==> src/core/rxe_cfg.svh <==
`ifndef RXE_CFG_SVH
`define RXE_CFG_SVH
// wishbone register byte offsets
`define RXE_OFS_EVENT 8'h00
`define RXE_OFS_VBASE 8'h04
`define RXE_OFS_STATUS 8'h08
`define RXE_OFS_FAULT 8'h0c
`define RXE_OFS_PAGE_HI 8'h10
`define RXE_OFS_SAVED_PC 8'h14
`define RXE_OFS_SAVED_ST 8'h18
`define RXE_OFS_SAVED_GR 8'h1c
`define RXE_OFS_PC 8'h20
`define RXE_OFS_WDT 8'h24
`define RXE_OFS_DBG 8'h28
// event codes
`define RXE_CODE_POR 12'h000
`define RXE_CODE_MAN 12'h020
`define RXE_CODE_MISS_RD 12'h040
`define RXE_CODE_MISS_WR 12'h060
`define RXE_CODE_MHIT 12'h140
// addresses and offsets
`define RXE_RESET_VEC 32'ha0000000
`define RXE_MISS_OFS 32'h00000400
`define RXE_VBASE_RST 32'h00000000
// status word field positions
`define RXE_SW_PRIV 30
`define RXE_SW_BANK 29
`define RXE_SW_BLOCK 28
`define RXE_SW_FPU_DIS 15
`define RXE_SW_MASK_HI 7
`define RXE_SW_MASK_LO 4
`define RXE_MASK_ALL 4'hf
`define RXE_SW_RST 32'h700000f0
// watchdog control bits
`define RXE_WDT_MODE 1
`define RXE_WDT_RSEL 0
// debug instruction codes and page number low bit position
`define RXE_DBG_NEG 4'h6
`define RXE_DBG_ASR 4'h7
`define RXE_PAGE_NUM_LO 10
`endif

==> src/core/rxe_pkg.sv <==
package rxe_pkg;
  typedef enum logic [1:0] {
    RXE_ST_RUN = 2'b00,
    RXE_ST_HOLD = 2'b01
  } rxe_state_e;

  typedef struct packed {
    logic cyc;
    logic stb;
    logic we;
    logic [3:0] sel;
    logic [7:0] adr;
    logic [31:0] dat;
  } rxe_wb_req_s;

  typedef struct packed {
    logic valid;
    logic [31:0] vaddr;
    logic is_write;
    logic [31:0] pc;
    logic [31:0] gr15;
  } rxe_fault_s;
endpackage : rxe_pkg

==> src/core/rxe_entry.sv <==
// How it works
// [RULE_01] watchdog overflow, timer mode 1, reset-select 0: power-on reset
// [RULE_02] watchdog overflow with reset-select 1: manual reset
// [RULE_03] general exception while block bit set: manual reset instead
// [RULE_04] manual pin low with power-on pin high: manual reset
// [RULE_05] power-on reset writes code 000 and full initialisation
// [RULE_06] manual reset writes code 020 and manual initialisation
// [RULE_07] resets clear vector base, set mode/bank/block, clear fpu-disable, mask all ones
// [RULE_08] every reset loads pc with a0000000
// [RULE_09] debug codes 0110 or 0111 cause power-on style reset, code 000
// [RULE_10] instruction buffer multiple hit: reset with code 140
// [RULE_11] unified buffer multiple hit: reset with code 140
// [RULE_12] multiple hits initialise like a manual reset
// [RULE_13] fault address stored, page number into page-entry-high 31:10, id kept
// [RULE_14] unified buffer miss jumps to vector base plus 400
// [RULE_15] miss writes code 040 on read, 060 on write
// [RULE_16] miss saves pc, status word and general register 15
// [RULE_17] miss sets block, mode, bank bits; vector base and mask unchanged
// [RULE_18] system holds test reset low with power-on reset at power-up
// [RULE_19] system releases power-on pin no earlier than manual pin
// [RULE_20] event register holds 12-bit code, hardware set, software writable
`include "rxe_cfg.svh"
module rxe_entry (
  // clock and reset
  input wire logic i_clk,
  input wire logic i_rstn,
  // reset pins, asynchronous
  input wire logic i_por_rst_n,
  input wire logic i_manual_rst_n,
  // internal event sources
  input wire logic i_wdt_overflow,
  input wire logic i_gen_exc,
  input wire logic i_user_break,
  input wire logic i_instr_xlate_buffer_multi_hit,
  input wire logic i_unified_xlate_buffer_multi_hit,
  input wire logic i_unified_xlate_buffer_miss,
  input wire rxe_pkg::rxe_fault_s i_fault,
  // wishbone slave
  input wire rxe_pkg::rxe_wb_req_s i_wb,
  output logic [31:0] o_wb_dat,
  output logic o_wb_ack,
  // redirect and initialisation
  output logic o_pc_load,
  output logic [31:0] o_pc,
  output logic o_init_por,
  output logic o_init_manual,
  output logic [31:0] o_status_word
);
  // ------------------------------------------------------------
  // state
  // ------------------------------------------------------------
  typedef struct packed {
    rxe_pkg::rxe_state_e st;
    logic [11:0] exc_event_code;
    logic [31:0] vector_base;
    logic [31:0] status_word;
    logic [31:0] fault_address_reg;
    logic [31:0] page_entry_high;
    logic [31:0] saved_pc;
    logic [31:0] saved_status;
    logic [31:0] saved_gr15;
    logic [31:0] pc;
    logic [1:0] wdt_ctrl_status;
    logic [3:0] debug_instr_code;
    logic pc_load;
    logic init_por;
    logic init_manual;
    logic [31:0] wb_dat;
    logic wb_ack;
  } rxe_state_s;

  rxe_state_s s_r;
  rxe_state_s s_nxt;
  logic [1:0] pins_sync;
  logic por_pin;
  logic man_pin;

  // ------------------------------------------------------------
  // pin synchronisers
  // ------------------------------------------------------------
  rxe_sync2 #(.W(2)) u_sync (
    .i_clk(i_clk),
    .i_rstn(i_rstn),
    .i_async({i_por_rst_n, i_manual_rst_n}),
    .o_sync(pins_sync)
  );
  assign por_pin = pins_sync[1];
  assign man_pin = pins_sync[0];

  // ------------------------------------------------------------
  // event decode
  // ------------------------------------------------------------
  logic wdt_por;
  logic wdt_man;
  logic blk_man;
  logic dbg_rst;
  logic any_por;
  logic any_man;
  logic any_mhit;
  logic miss_take;
  logic wb_go;
  logic [31:0] sr_rst;
  logic [31:0] wmask;

  always_comb begin
    wdt_por = i_wdt_overflow && s_r.wdt_ctrl_status[`RXE_WDT_MODE]
      && !s_r.wdt_ctrl_status[`RXE_WDT_RSEL]; // RULE_01
    wdt_man = i_wdt_overflow && s_r.wdt_ctrl_status[`RXE_WDT_RSEL]; // RULE_02
    // a miss is a general exception too, so a blocked one escalates
    blk_man = s_r.status_word[`RXE_SW_BLOCK]
      && ((i_gen_exc && !i_user_break) || (i_unified_xlate_buffer_miss && i_fault.valid)); // RULE_03
    dbg_rst = (s_r.debug_instr_code == `RXE_DBG_NEG)
      || (s_r.debug_instr_code == `RXE_DBG_ASR); // RULE_09
    any_por = !por_pin || wdt_por || dbg_rst;
    // manual pin only counts with power-on pin released
    any_man = (!man_pin && por_pin) || wdt_man || blk_man; // RULE_04
    any_mhit = i_instr_xlate_buffer_multi_hit || i_unified_xlate_buffer_multi_hit; // RULE_10 RULE_11
    // blocked misses are taken by blk_man above
    miss_take = i_unified_xlate_buffer_miss && i_fault.valid && !s_r.status_word[`RXE_SW_BLOCK];
    wb_go = i_wb.cyc && i_wb.stb && !s_r.wb_ack;
    wmask = {{8{i_wb.sel[3]}}, {8{i_wb.sel[2]}}, {8{i_wb.sel[1]}}, {8{i_wb.sel[0]}}};
    sr_rst = s_r.status_word;
    sr_rst[`RXE_SW_PRIV] = 1'b1; // RULE_07
    sr_rst[`RXE_SW_BANK] = 1'b1;
    sr_rst[`RXE_SW_BLOCK] = 1'b1;
    sr_rst[`RXE_SW_FPU_DIS] = 1'b0;
    sr_rst[`RXE_SW_MASK_HI:`RXE_SW_MASK_LO] = `RXE_MASK_ALL;
  end

  // ------------------------------------------------------------
  // next state
  // ------------------------------------------------------------
  always_comb begin
    s_nxt = s_r;
    s_nxt.pc_load = 1'b0;
    s_nxt.init_por = 1'b0;
    s_nxt.init_manual = 1'b0;
    s_nxt.wb_ack = 1'b0;
    s_nxt.wb_dat = s_r.wb_dat;

    // software access first; hardware events below override it
    if (wb_go) begin
      s_nxt.wb_ack = 1'b1;
      s_nxt.wb_dat = 32'h00000000;
      case (i_wb.adr)
        `RXE_OFS_EVENT: s_nxt.wb_dat = {20'h00000, s_r.exc_event_code};
        `RXE_OFS_VBASE: s_nxt.wb_dat = s_r.vector_base;
        `RXE_OFS_STATUS: s_nxt.wb_dat = s_r.status_word;
        `RXE_OFS_FAULT: s_nxt.wb_dat = s_r.fault_address_reg;
        `RXE_OFS_PAGE_HI: s_nxt.wb_dat = s_r.page_entry_high;
        `RXE_OFS_SAVED_PC: s_nxt.wb_dat = s_r.saved_pc;
        `RXE_OFS_SAVED_ST: s_nxt.wb_dat = s_r.saved_status;
        `RXE_OFS_SAVED_GR: s_nxt.wb_dat = s_r.saved_gr15;
        `RXE_OFS_PC: s_nxt.wb_dat = s_r.pc;
        `RXE_OFS_WDT: s_nxt.wb_dat = {30'h00000000, s_r.wdt_ctrl_status};
        `RXE_OFS_DBG: s_nxt.wb_dat = {28'h0000000, s_r.debug_instr_code};
        default: s_nxt.wb_dat = 32'h00000000;
      endcase
      if (i_wb.we) begin
        case (i_wb.adr)
          `RXE_OFS_EVENT: begin
            s_nxt.exc_event_code = (s_r.exc_event_code & ~wmask[11:0])
              | (i_wb.dat[11:0] & wmask[11:0]); // RULE_20
          end
          `RXE_OFS_VBASE: s_nxt.vector_base = (s_r.vector_base & ~wmask) | (i_wb.dat & wmask);
          `RXE_OFS_STATUS: s_nxt.status_word = (s_r.status_word & ~wmask) | (i_wb.dat & wmask);
          `RXE_OFS_PAGE_HI: begin
            s_nxt.page_entry_high = (s_r.page_entry_high & ~wmask) | (i_wb.dat & wmask);
          end
          `RXE_OFS_WDT: begin
            if (i_wb.sel[0]) s_nxt.wdt_ctrl_status = i_wb.dat[1:0];
          end
          `RXE_OFS_DBG: begin
            if (i_wb.sel[0]) s_nxt.debug_instr_code = i_wb.dat[3:0];
          end
          default: s_nxt.wb_ack = 1'b1;
        endcase
      end
    end

    case (s_r.st)
      rxe_pkg::RXE_ST_RUN: begin
        if (any_por) begin
          s_nxt.exc_event_code = `RXE_CODE_POR; // RULE_05 RULE_09
          s_nxt.init_por = 1'b1;
        end else if (any_man) begin
          s_nxt.exc_event_code = `RXE_CODE_MAN; // RULE_06
          s_nxt.init_manual = 1'b1;
        end else if (any_mhit) begin
          s_nxt.exc_event_code = `RXE_CODE_MHIT; // RULE_10 RULE_11
          s_nxt.init_manual = 1'b1; // RULE_12
          s_nxt.fault_address_reg = i_fault.vaddr; // RULE_13
          s_nxt.page_entry_high[31:`RXE_PAGE_NUM_LO] = i_fault.vaddr[31:`RXE_PAGE_NUM_LO];
        end else if (miss_take) begin
          s_nxt.fault_address_reg = i_fault.vaddr; // RULE_13
          s_nxt.page_entry_high[31:`RXE_PAGE_NUM_LO] = i_fault.vaddr[31:`RXE_PAGE_NUM_LO];
          s_nxt.exc_event_code = i_fault.is_write ? `RXE_CODE_MISS_WR
            : `RXE_CODE_MISS_RD; // RULE_15
          s_nxt.saved_pc = i_fault.pc; // RULE_16
          s_nxt.saved_status = s_r.status_word;
          s_nxt.saved_gr15 = i_fault.gr15;
          s_nxt.status_word[`RXE_SW_BLOCK] = 1'b1; // RULE_17
          s_nxt.status_word[`RXE_SW_PRIV] = 1'b1;
          s_nxt.status_word[`RXE_SW_BANK] = 1'b1;
          s_nxt.pc = s_r.vector_base + `RXE_MISS_OFS; // RULE_14
          s_nxt.pc_load = 1'b1;
        end
        if (any_por || any_man || any_mhit) begin
          s_nxt.vector_base = `RXE_VBASE_RST; // RULE_07
          s_nxt.status_word = sr_rst;
          s_nxt.pc = `RXE_RESET_VEC; // RULE_08
          s_nxt.pc_load = 1'b1;
          s_nxt.st = rxe_pkg::RXE_ST_HOLD;
        end
        if (any_por) begin
          // full init also drops watchdog and debug settings
          s_nxt.wdt_ctrl_status = 2'h0;
          s_nxt.debug_instr_code = 4'h0;
        end
      end
      rxe_pkg::RXE_ST_HOLD: begin
        // wait until pins release before accepting new entry
        if (por_pin && man_pin) s_nxt.st = rxe_pkg::RXE_ST_RUN;
      end
      default: s_nxt.st = rxe_pkg::RXE_ST_RUN;
    endcase
  end

  // ------------------------------------------------------------
  // registers
  // ------------------------------------------------------------
  always_ff @(posedge i_clk) begin
    if (!i_rstn) begin
      s_r <= '0;
      s_r.st <= rxe_pkg::RXE_ST_RUN;
      s_r.exc_event_code <= `RXE_CODE_POR;
      s_r.status_word <= `RXE_SW_RST;
      s_r.pc <= `RXE_RESET_VEC;
    end else begin
      s_r <= s_nxt;
    end
  end

  assign o_wb_dat = s_r.wb_dat;
  assign o_wb_ack = s_r.wb_ack;
  assign o_pc_load = s_r.pc_load;
  assign o_pc = s_r.pc;
  assign o_init_por = s_r.init_por;
  assign o_init_manual = s_r.init_manual;
  assign o_status_word = s_r.status_word;
endmodule : rxe_entry

==> src/core/rxe_sync2.sv <==
module rxe_sync2 #(
  parameter int W = 2
) (
  input wire logic i_clk,
  input wire logic i_rstn,
  input wire logic [W-1:0] i_async,
  output logic [W-1:0] o_sync
);
  logic [W-1:0] meta_r;
  logic [W-1:0] sync_r;

  if (W < 1) begin : g_bad_width
    $error("rxe_sync2: width must be positive");
  end

  // pins idle high: reset to inactive level
  always_ff @(posedge i_clk) begin
    if (!i_rstn) begin
      meta_r <= '1;
      sync_r <= '1;
    end else begin
      meta_r <= i_async;
      sync_r <= meta_r;
    end
  end

  assign o_sync = sync_r;
endmodule : rxe_sync2

==> config.mk <==
export PLATFORM = sky130hd
export DESIGN_NAME = rxe_entry
export DESIGN_NICKNAME = d
export VERILOG_FILES = /design/src/core/rxe_pkg.sv /design/src/core/rxe_entry.sv /design/src/core/rxe_sync2.sv
export VERILOG_INCLUDE_DIRS = /design/src /design/src/core
export SDC_FILE = /design/constraint.sdc
export NUM_CORES = 1
export LEC_CHECK = 0
export ABC_AREA = 1
export BUFFER_PORTS_ARGS = -buffer_cell sky130_fd_sc_hd__buf_2
export CELL_PAD_IN_SITES_DETAIL_PLACEMENT = 1
export CELL_PAD_IN_SITES_GLOBAL_PLACEMENT = 1
export CORE_MARGIN = 2
export CORE_UTILIZATION = 44
export CTS_CLUSTER_DIAMETER = 100
export DETAILED_ROUTE_END_ITERATION = 10
export GPL_TIMING_DRIVEN = 0
export PLACE_DENSITY = 0.85
export SETUP_SLACK_MARGIN = 0.4
export SLEW_MARGIN = 20
export SYNTH_ARGS = -nofsm -noshare
export SYNTH_HDL_FRONTEND = slang
export SYNTH_HIERARCHICAL = 1
export SYNTH_SLANG_ARGS = --single-unit
==> constraint.sdc <==
create_clock -name i_clk -period 4.9 [get_ports i_clk]
set_input_delay 1.47 -clock i_clk [delete_from_list [all_inputs] [get_ports i_clk]]
set_output_delay 1.47 -clock i_clk [all_outputs]
set_load 0.1 [all_outputs]
# Word-level counts from Yosys, hierarchy flattened

Index checks and enable logic that the tools add are counted.

Bits in registers: 316
Output and inout port bits: 100
Input port bits: 155
Word-level logic and storage cells: 145

Reduce and logical (&&, ||, !) cells: 37
Equality and inequality tests: 19
Add/sub/neg operators: 1
Bitwise gates (word level): 17
Mux-type cells: 50

Operators by type and width:

| kind                   | count |
|---|---|
| $pmux 32 s11           | 1 |
| $mux 32                | 10 |
| $mux 54                | 4 |
| $mux 76                | 2 |
| $mux 130               | 1 |
| $and 32x32->32         | 4 |
| $or 32x32->32          | 3 |
| $mux 64                | 1 |
| $mux 12                | 5 |
| $add 32x11->32 const B | 1 |
| $eq 8x5->1 const B     | 4 |
| $not 32->32            | 1 |
| $and 12x12->12         | 2 |
| $eq 8x6->1 const B     | 3 |
| $mux 6                 | 4 |
| $eq 8x4->1 const B     | 2 |
| $mux 3                 | 4 |
| $not 12->12            | 1 |
| $or 12x12->12          | 1 |
| $logic_and 1x1->1      | 11 |
| $mux 1                 | 10 |
| $reduce_and 5->1       | 2 |
| $logic_or 1x1->1       | 9 |
| $mux 9                 | 1 |
| other kinds (17)       | 37 |

# Depth between registers and ports, before layout

Gate-level depths: netlist (run 1).

Word-level depth: 12
Gate-level depth with buffers: 13
Gate-level depth less buffers: 12

# Cells and area by module

Netlist (run 1), hierarchy kept.

By module, submodules not included:

| module    | times used | cells each | area an instance (µm²) | sequential area each (µm²) |
|---|---|---|---|---|
| rxe_entry | 1          | 2108       | 15137.0                | 6226.0 |
| rxe_sync2 | 1          | 12         | 110.1                  | 80.1 |

# Worst setup path before layout (run 1)

OpenSTA, ideal clock, no wires.

Kind: input to register
Start: input i_wdt_overflow
End: register s_r (netlist bit o_status_word[11])
Data required time: 4784 ps
Stages on the path: 11
Buffers on the path: 1
Path slack: 2293 ps
Setup time: 116 ps
Arrival time: 2491 ps
Cell sequence: nand2_1 -> inv_1 -> nor2_1 -> nand2_2 -> nor2_8 -> nand2_4 -> nand2_4 -> nand2_2 -> buf_2 -> o21ai_0 -> nor2_1

Cells in the longest elaborated chain, start to end: 7
Elaborated cells between the ends (all ways): 10
Those cells by class: eq/ne (1); reduce/logical (9)

RTL lines:

| what                            | line             | source |
|---|---|---|
| start: declaration              | rxe_entry.sv:31  | `input wire logic i_wdt_overflow,` |
| $logic_and 1x1->1 (2 in a row)  | rxe_entry.sv:106 | `` wdt_por = i_wdt_overflow && s_r.wdt_ctrl_status[`RXE_WDT_MODE] `` |
| $logic_or 1x1->1 (2 in a row)   | rxe_entry.sv:114 | `any_por = !por_pin \|\| wdt_por \|\| dbg_rst;` |
| $logic_or 1x1->1 * (2 in a row) | rxe_entry.sv:208 | `if (any_por \|\| any_man \|\| any_mhit) begin` |
| $ne 2x2->1 (no source line) *   | n/a              |  |
| end signal: assignment          | rxe_entry.sv:240 | `s_r <= s_nxt;` |
| end: declaration                | rxe_entry.sv:72  | `rxe_state_s s_r;` |

Every way passes the cells marked *; elsewhere a longest branch is shown, timed or not.
A chain may end at the register's enable or synchronous reset.

# Worst setup path in the final report (run 1)

Start: input i_rstn
End: register s_r (netlist bit o_wb_dat[30])

RTL lines:

| what               | line            | source |
|---|---|---|
| start: declaration | rxe_entry.sv:26 | `input wire logic i_rstn,` |

No word-level cell between the ends.

==> results.cfg, run 1 <==
[critical_path]
end_kind = flip-flop
cp_slowest_cell = clkbuf_1
critPathRequiredTime_ns = 5.26
crit_chain = buf_2 -> buf_2 -> clkinv_1 -> clkbuf_1 -> clkbuf_1 -> a21oi_1
path_class = in -> reg
ff2ff_path_depth = 7
max_stage_delay_ns = 0.75
start_kind = input port
crit_arrival_ns = 3.65
worst-path-buf-inv = 5
crit_cells = 6
path_delay_family = buffers and inverters
path_max_fanout = 10

[logic_synthesis]
synth_area_leader_cell = dfxtp_1
yosys.area.top_type_share_pct = 41.4
yosys.cell_types.count = 43
netlist_instances = 2120
avgSynthCellArea_sq_um = 7.19
ys_seq_area_share_pct = 41.4
ys_ff_latch = 315
synth_area_sq_mm = 0.0152
synth.area.top_cells = dfxtp_1 41%, nor2_1 9.3%, nand2_1 8.7%
synthesis.nets = 2276
synthFlopType = dfxtp_1
postSynth.asyncResetShare_pct = 0
synth-edff-count = 0
ys_warn_count = 6

[pwr]
combPwrFrac_pct = 7.6
finalPower_mw = 5.76
switching_share_pct = 25.3
clkPwrFrac_pct = 46.4
internal_power_mw = 4.30
peakVddDrop_uv = 209
p_leak_nw = 8.08
p_per_area_mw_per_mm2 = 316
power.switching_mw = 1.46
power_frac_seq_pct = 46.0

[worst_hold_path]
hold_depth = 2
holdCritPathClass = reg -> reg

[sta]
finClkSkew_ns = 0.0111
hold_slack_ns = 0.416
setup_viol = 0
slew_violations = 0
slew_headroom_pct = 26.8
min_period_ns = 3.28
hold_viol_final = 0
fmax_mhz = 305
worst_slew_pin_slew_ns = 1.10
layout_setup_ws_ns = 1.62
finalCritPeriodShare_pct = 67.0
final.setup.tns_ns = 0
rsz0062_at_grt = no

[die]
coreArea_sq_mm = 0.0344
floorplan.initialDensity_pct = 44.4
die_area_sq_mm = 0.0362
rows = 68
io_pins = 255
die_y_um = 190
die_x_um = 190

[clocking]
postCtsResizedCells = 0
insertion_delay_ns = 0.52
cts_made_buffers = 37
clock_sinks = 315
ctsHoldBuffers = 0
tritoncts = done
htree_levels = 2
cts_setup_buffers = 0
clock_path_buffers = 3
clk_pin_slew_ns = 0.05
root_buffer = clkbuf_16

[grt]
grt_max_degree = 13
gr-usage-all-layers_pct = 36.3
grt_pass1_vias = 16200
antenna_found_initial = 0
gr-total-overflow = 0
grt_first_pass_wirelength_um = 97700

[finish]
post-route-util_pct = 53.0
drive_gt1_share_pct = 24.6
layout.cells.non_filler = 2892
diodes = 0
fin_area_sq_mm = 0.0182
syn_to_final_growth_pct = 19.6
final_nets = 2569

[routing]
vias_per_cell = 5.53
wl_um = 66400
vias = 16000
wl_per_cell_um = 23.0
ant_nets = 0
drc = 0
first_pass_iters = 5
drt_iter0_markers = 1070

[placement]
placed_area_sq_mm = 0.0171
post-place-ws_ns = 1.17
dp.cells = 2829
port-buffer-count = 254
dp_hpwl_um = 52600
place_congestion = 0.968

[outcome]
status = finished, final reports clean

[run]
cap_violations = 0
[final timing paths]
path,from,to,slack (ns)
max,i_rstn,o_wb_dat[30],1.62
min,u_sync/meta_r[0],u_sync/o_sync[0],0.42
min reg2reg,u_sync/meta_r[0],u_sync/o_sync[0],0.42
max reg2reg,o_wb_ack,flip-flop,2.71
[placed cells by master (no fill, tap or decap), types with 2 or more instances in the layout]
cell       netlist  routed
clkinv_1         2       2
a21oi_1         81      81
o211ai_1         6       6
nor3_1          14      14
nand4_1          2       2
or2_2           13      13
nor2_8           2       2
inv_1          165     165
clkbuf_16        0      39
dfxtp_1        315     315
a31oi_1         11      11
nand2_4          7       7
nor2_1         377     377
a211oi_2        38      38
nand3_2          4       4
nor2_4          10      10
buf_4          118     118
clkinv_2         0       4
nand3_1        182     182
nand2_1        354     354
a211oi_1        35      35
nand2_2         15      15
nand3b_1         2       2
o22ai_1         19      19
clkbuf_8         0       7
o21ai_1         27      27
o21ai_0        190     190
buf_2           48     302
nor2_2           9       9
nor3_2           2       2
inv_2           13      13
xor2_1           7       7
clkbuf_1        31      43
buf_6            9       9
[final cells by class]
cell class                      instances  area, sq um
Inverter                              181          682
Clock inverter                          5         28.8
Fill cell                            4517        16100
Tap cell                              455          569
Multi-Input combinational cell       1417         6910
Clock buffer                           58         1120
Buffer                                207         1350
Timing Repair Buffer                  254         1270
Sequential cell                       315         6310
[power groups by stage]
stage | clock network [mW] | logic (mW) | registers, mW
floorplan | 0 | 0.215 | 2.71
global placement | 0 | 0.417 | 2.70
detailed placement | 0 | 0.426 | 2.70
CTS | 2.68 | 0.429 | 2.64
global route | 2.78 | 0.467 | 2.65
finish | 2.67 | 0.439 | 2.65
[synthesized netlist by cell type (all sizes together), types with 3 or more instances]
master,number
clkbuf,31
a31oi,11
nor3,16
buf,176
o21ai,218
nor2,398
o22ai,19
dfxtp,315
nand2,376
or2,13
o211ai,6
inv,179
a211oi,73
xor2,7
nand3,187
nand3b,3
a21oi,82
[cell families (layout without fill, tap and decap cells)]
logic type	Yosys count	after routing	synth area share (%)
flops	315	315	41.4
compound gates	413	413	16.5
simple gates	995	995	28.3
fa+ha+maj	1	1	0.0820
xor+xnor	8	8	0.460
buf+inv	388	705	13.3
[routing by layer]
| layer | global-route usage, % | wire, um |
|---|---|---|
| met5 | 0 | 0 |
| met2 | 62.2 | 31600 |
| met3 | 3.65 | 3780 |
| met1 | 43.7 | 26400 |
| met4 | 23.0 | 4740 |
[sequential cells by signal (all words and copies together) (netlist names), named ones only]
register,count
u_sync/o_sync,2
o_init_por,1
o_init_manual,1
s_r,201
o_pc_load,1
o_status_word,32
o_pc,32
u_sync/meta_r,2
o_wb_dat,32
o_wb_ack,1
[worst register-to-register path, stage by stage, from the launching register on]
cell and delay [ns]:
dfxtp_1 0.31, nand3b_4 0.22, nor2_2 0.52, nand2_2 0.30, nor2_2 0.34, buf_6 0.19
nor2_1 0.05, a211oi_1 0.17
No activity file was read; power rests on OpenSTA's default activity.
==> inputs of run 2 (changes only) <==
- CORE_UTILIZATION: 44 -> 41
- PLACE_DENSITY: 0.85 -> 0.8
- clock period: 4.9 -> 3.3 ns (I/O delays scaled with it)
==> run 2 against run 1 <==
Compared with the run above:
- non-clock buffer count unchanged
- total power up 55%
- clock power rose by 63%
- clock skew up 0.00065 ns
- final cell count increased by 0.69%
- critical endpoint is now o_status_word[28]
==> results.cfg, run 2 (synthesis results as in run 1) <==
[die]
floorplan.initialDensity_pct = 41.6
io_pins = 255
coreArea_sq_mm = 0.0366
die_x_um = 197
die_y_um = 197
die_area_sq_mm = 0.0387
rows = 70

[sta]
worst_slew_pin_slew_ns = 1.09
slew_violations = 0
hold_viol_final = 0
final.setup.tns_ns = 0
min_period_ns = 2.80
slew_headroom_pct = 27.1
finalCritPeriodShare_pct = 84.9
rsz0062_at_grt = no
finClkSkew_ns = 0.0117
setup_viol = 0
fmax_mhz = 357

[critical_path]
path_class = reg -> out
start_kind = flip-flop
r2r_end = s_r[40]
r2r_slack_ns = 1.10
r2r_start = o_wb_ack
crit_chain = buf_4 -> buf_2
end_kind = primary output
path_max_fanout = 5
ff2ff_path_depth = 7
path_delay_family = flip-flops
cp_slowest_cell = dfxtp_1
max_stage_delay_ns = 0.64
worst-path-buf-inv = 2
crit_arrival_ns = 1.81
critPathRequiredTime_ns = 2.31

[finish]
largest_reg_flops = 201
fin_area_sq_mm = 0.0184
final_nets = 2570
final_cell_mix = 377 x nor2_1, 354 x nand2_1, 315 x dfxtp_1
regMostFlops = s_r
drive_gt1_share_pct = 24.9
syn_to_final_growth_pct = 20.5
diodes = 0
final_common_cell = nor2_1

[clocking]
clock_path_buffers = 3
cts_made_buffers = 38
postCtsResizedCells = 0
tritoncts = done
cts_setup_buffers = 0
clock_sinks = 315
insertion_delay_ns = 0.56
root_buffer = clkbuf_16
clk_pin_slew_ns = 0.06
htree_levels = 2
ctsHoldBuffers = 0

[pwr]
p_per_area_mw_per_mm2 = 486
p_leak_nw = 8.15
peakVddDrop_uv = 280

[routing]
wl_um = 68000
wl_per_cell_um = 23.4
top_layer = met4
vias = 15800
drt_iter0_markers = 1058
wl_met3_um = 3530
first_pass_iters = 5
ant_nets = 0
vias_per_cell = 5.44
wl_met1_um = 27200
met2_length_um = 31900
drc = 0

[worst_hold_path]
hold_depth = 2
holdCritPathClass = reg -> reg
hold-path-endpoint = u_sync/o_sync[0]
min-delay-start = u_sync/meta_r[0]

[placement]
port-buffer-count = 254
place_congestion = 0.933
dp_hpwl_um = 53700
placed_area_sq_mm = 0.0171

[grt]
grt_pass1_vias = 16500
gr-usage-all-layers_pct = 34.9
grt_max_degree = 13
antenna_found_initial = 0
grt_first_pass_wirelength_um = 99700
gr-total-overflow = 0

[outcome]
status = finished, final reports clean

[run]
cap_violations = 0
==> run 2: how the worst max path moves through the flow <==
stage               slack [ns]           endpoint  cells after the start               from
CTS                       0.50  o_status_word[28]                      2  o_status_word[28]
detailed placement        0.01       o_wb_dat[23]                      6             i_rstn
global route              0.50  o_status_word[28]                      2  o_status_word[28]
global placement          0.04           o_wb_ack                      6             i_rstn
finish                    0.50  o_status_word[28]                      2  o_status_word[28]
floorplan                 1.17           s_r[275]                      9           o_wb_ack
==> run 2: layer usage <==
metal / GRT usage [%] / up-vias
li1: - / 7395
met1: 41.6 / 7651
met4: 24.9 / 0
met3: 3.78 / 210
met5: 0 / -
met2: 58.7 / 591
==> run 2: tightest hold or removal path: cells and delay by family (launching register included) <==
family        cells  cell delay, ns
buf+inv           1            0.03
flops             1            0.30
simple gates      1            0.04
==> run 2: final cells by class <==
cell class / count / area, sq um
well taps: 468 / 586
fillers: 4762 / 18200
multi-input cells: 1417 / 6910
plain buffers: 207 / 1350
clock buffers: 58 / 1160
repair buffers: 254 / 1270
inverters: 181 / 682
clock inverters: 12 / 114
flip-flops and latches: 315 / 6310
==> run 2: where the power goes <==
part | total [mW] | switching [mW] | internal, mW
sequential | 3.93 | 0.0445 | 3.88
combinational | 0.659 | 0.470 | 0.189
clock | 4.34 | 1.75 | 2.58
total | 8.92 | 2.27 | 6.66
==> run 2: stage by stage <==
stage               instances  power [mW]  utilization [%]  worst slack, ns  hold WS (ns)
finish                   2912        8.92             50.2            0.500         0.396
global route             2912        9.15             50.2            0.505         0.447
CTS                      2912        8.93             50.2            0.498         0.399
detailed placement       2842        4.65             46.7           0.0101         0.390
global placement         2842        4.63             46.7           0.0424         0.383
floorplan                2120        4.34                -             1.17         0.380
==> inputs of run 3 (changes only) <==
- ABC_AREA: 1 -> 0
- CORE_UTILIZATION: 41 -> 39
- PLACE_DENSITY: 0.8 -> 0.76
- clock period: 3.3 -> 2.4 ns (I/O delays scaled with it)
==> run 3 against run 2 <==
Compared with the run above:
- area after synthesis down 1.4%
- total power up 39%
- clock power up 35%
- synthesized cell count down 22%
- utilization up 4.1 points
- first-iteration DRC count up 17%
- non-clock buffer count up 43
- register-to-register slack worse by 0.81 ns
- via count down 6.9%
- final cell count down 13%
- worst setup slack worse by 0.22 ns
- critical endpoint is now s_r[303]
==> results.cfg, run 3 <==
[logic_synthesis]
netlist_top_cells_count = 389 x nand2_1, 315 x dfxtp_1, 135 x a21boi_0, 116 x mux2i_1, 108 x buf_4
synthesis.nets = 1818
synth_area_leader_cell = dfxtp_1
ys_seq_area_share_pct = 42.0
avgSynthCellArea_sq_um = 9.04
yosysMostFrequentCell = nand2_1
yosys.cell_types.count = 71
postSynth.asyncResetShare_pct = 0
netlist_instances = 1662
yosys.area.top_type_share_pct = 42.0
synthFlopType = dfxtp_1
ys_ff_latch = 315
ys_warn_count = 6
synth_area_sq_mm = 0.0150
synth-edff-count = 0
synth.area.top_cells = dfxtp_1 42%, nand2_1 9.7%, mux2i_1 7.7%

[grt]
grt_first_pass_wirelength_um = 97000
gr-usage-all-layers_pct = 32.3
gr-total-overflow = 0
grt_max_degree = 13
grt_pass1_vias = 15000
antenna_found_initial = 3

[critical_path]
r2r_slack_ns = 0.29
start_kind = input port
critPathRequiredTime_ns = 2.81
end_kind = flip-flop
path_class = in -> reg
path_max_fanout = 8
crit_arrival_ns = 2.52

[pwr]
p_per_area_mw_per_mm2 = 603
p_leak_nw = 8.36
finalPower_mw = 12.4
peakVddDrop_uv = 519

[sta]
slew_headroom_pct = 48.5
finClkSkew_ns = 0.0352
slew_violations = 0
hold_viol_final = 0
final.setup.tns_ns = 0
layout_setup_ws_ns = 0.281
fmax_mhz = 472
worst_slew_pin_slew_ns = 0.772
rsz0062_at_grt = yes
finalCritPeriodShare_pct = 88.3
min_period_ns = 2.12
setup_viol = 0

[finish]
fin_area_sq_mm = 0.0205
largest_reg_flops = 201
final_nets = 2155
final_common_cell = nand2_1
fillers = 4277
regMostFlops = s_r
multi_input_area_sq_mm = 0.00794
drive_gt1_share_pct = 37.0
final_cell_mix = 383 x nand2_1, 254 x dfxtp_1, 156 x buf_2
layout.cells.non_filler = 2539
syn_to_final_growth_pct = 36.6
regArea_sq_mm = 0.00639

[clocking]
clock_sinks = 315
htree_levels = 2
cts_made_buffers = 38
clk_pin_slew_ns = 0.06
insertion_delay_ns = 0.56
root_buffer = clkbuf_16
tritoncts = done
clock_path_buffers = 3

[routing]
vias = 14800
vias_per_cell = 5.81
wl_per_cell_um = 26.9
drt_iter0_markers = 1239
first_pass_iters = 5
drc = 0
wl_um = 68200
ant_nets = 0

[placement]
placed_area_sq_mm = 0.0171
place_congestion = 0.951
dp.cells = 2423
dp_hpwl_um = 47900
post-place-ws_ns = -0.864
port-buffer-count = 249

[die]
die_y_um = 200
rows = 71
floorplan.initialDensity_pct = 39.7
coreArea_sq_mm = 0.0378
io_pins = 255
die_area_sq_mm = 0.0401
die_x_um = 200

[outcome]
status = finished, final reports clean

[worst_hold_path]
holdCritPathClass = in -> reg

[run]
cap_violations = 0
==> run 3: metrics by stage <==
step | hold slack, ns | utilization, %
after CTS | 0.351 | 52.5
after global routing | 0.356 | 54.2
after floorplan | 0.386 | -
final | 0.356 | 54.3
after detailed placement | 0.405 | 45.2
after global placement | 0.389 | 45.1
==> run 3: area by class of cell <==
class / instances / share of cell area, %
Multi-Input combinational cell: 1140 / 38.7
Sequential cell: 315 / 31.1
Timing Repair Buffer: 297 / 12.9
Buffer: 207 / 8.04
Clock buffer: 58 / 5.68
Tap cell: 511 / 3.11
Clock inverter: 10 / 0.457
Antenna cell: 1 / 0.0122
==> run 3: final timing paths <==
kind                                  startpoint                to  cells past startpoint
worst max-delay path                    i_wb[36]          s_r[303]                      7
worst min-delay path              i_manual_rst_n  u_sync/meta_r[0]                      2
worst max register to register          o_wb_ack          s_r[306]                      6
worst min register to register  u_sync/meta_r[0]  u_sync/o_sync[0]                      1
==> run 3: cells by family (layout without fill, tap and decap cells) <==
kind of cell / count (synthesis) / after routing / share of synthesized area (%)
simple gates: 597 / 597 / 18.5
compound gates: 353 / 353 / 17.5
flops: 315 / 315 / 42.0
buf+inv: 207 / 572 / 8.13
mux: 169 / 169 / 12.7
xor+xnor: 20 / 20 / 1.17
fa+ha+maj: 1 / 1 / 0.0832
other cells: 0 / 1 / 0
==> run 3: metal layers <==
layer,track usage (%),routed length [um],up-vias
met5,0,0,-
met4,14.4,3410,0
met3,6.17,6250,214
met2,52.5,31200,845
met1,41.6,27300,7298
li1,-,-,6397
==> run 3: power by group <==
| part | switching [mW] | total, mW | internal [mW] |
|---|---|---|---|
| combinational | 0.762 | 1.19 | 0.431 |
| clock | 2.39 | 5.85 | 3.46 |
| sequential | 0.0478 | 5.35 | 5.30 |
| total | 3.19 | 12.4 | 9.19 |
==> run 3: timing repair <==
action | in CTS | in global routing
resized for setup | 432 | 173
endpoints found under the setup margin | 403 | 292
hold buffers | 0 | 0
setup buffers | 27 | 17
pin swaps | 17 | 12
gates cloned | 0 | 3
==> run 3: critical path, cell delays in order <==
cell and delay, ns:
buf_2 0.19, nor4_4 0.45, buf_4 0.24, nand4_2 0.38, mux2_2 0.42, nand2_1 0.07, a21oi_1 0.06
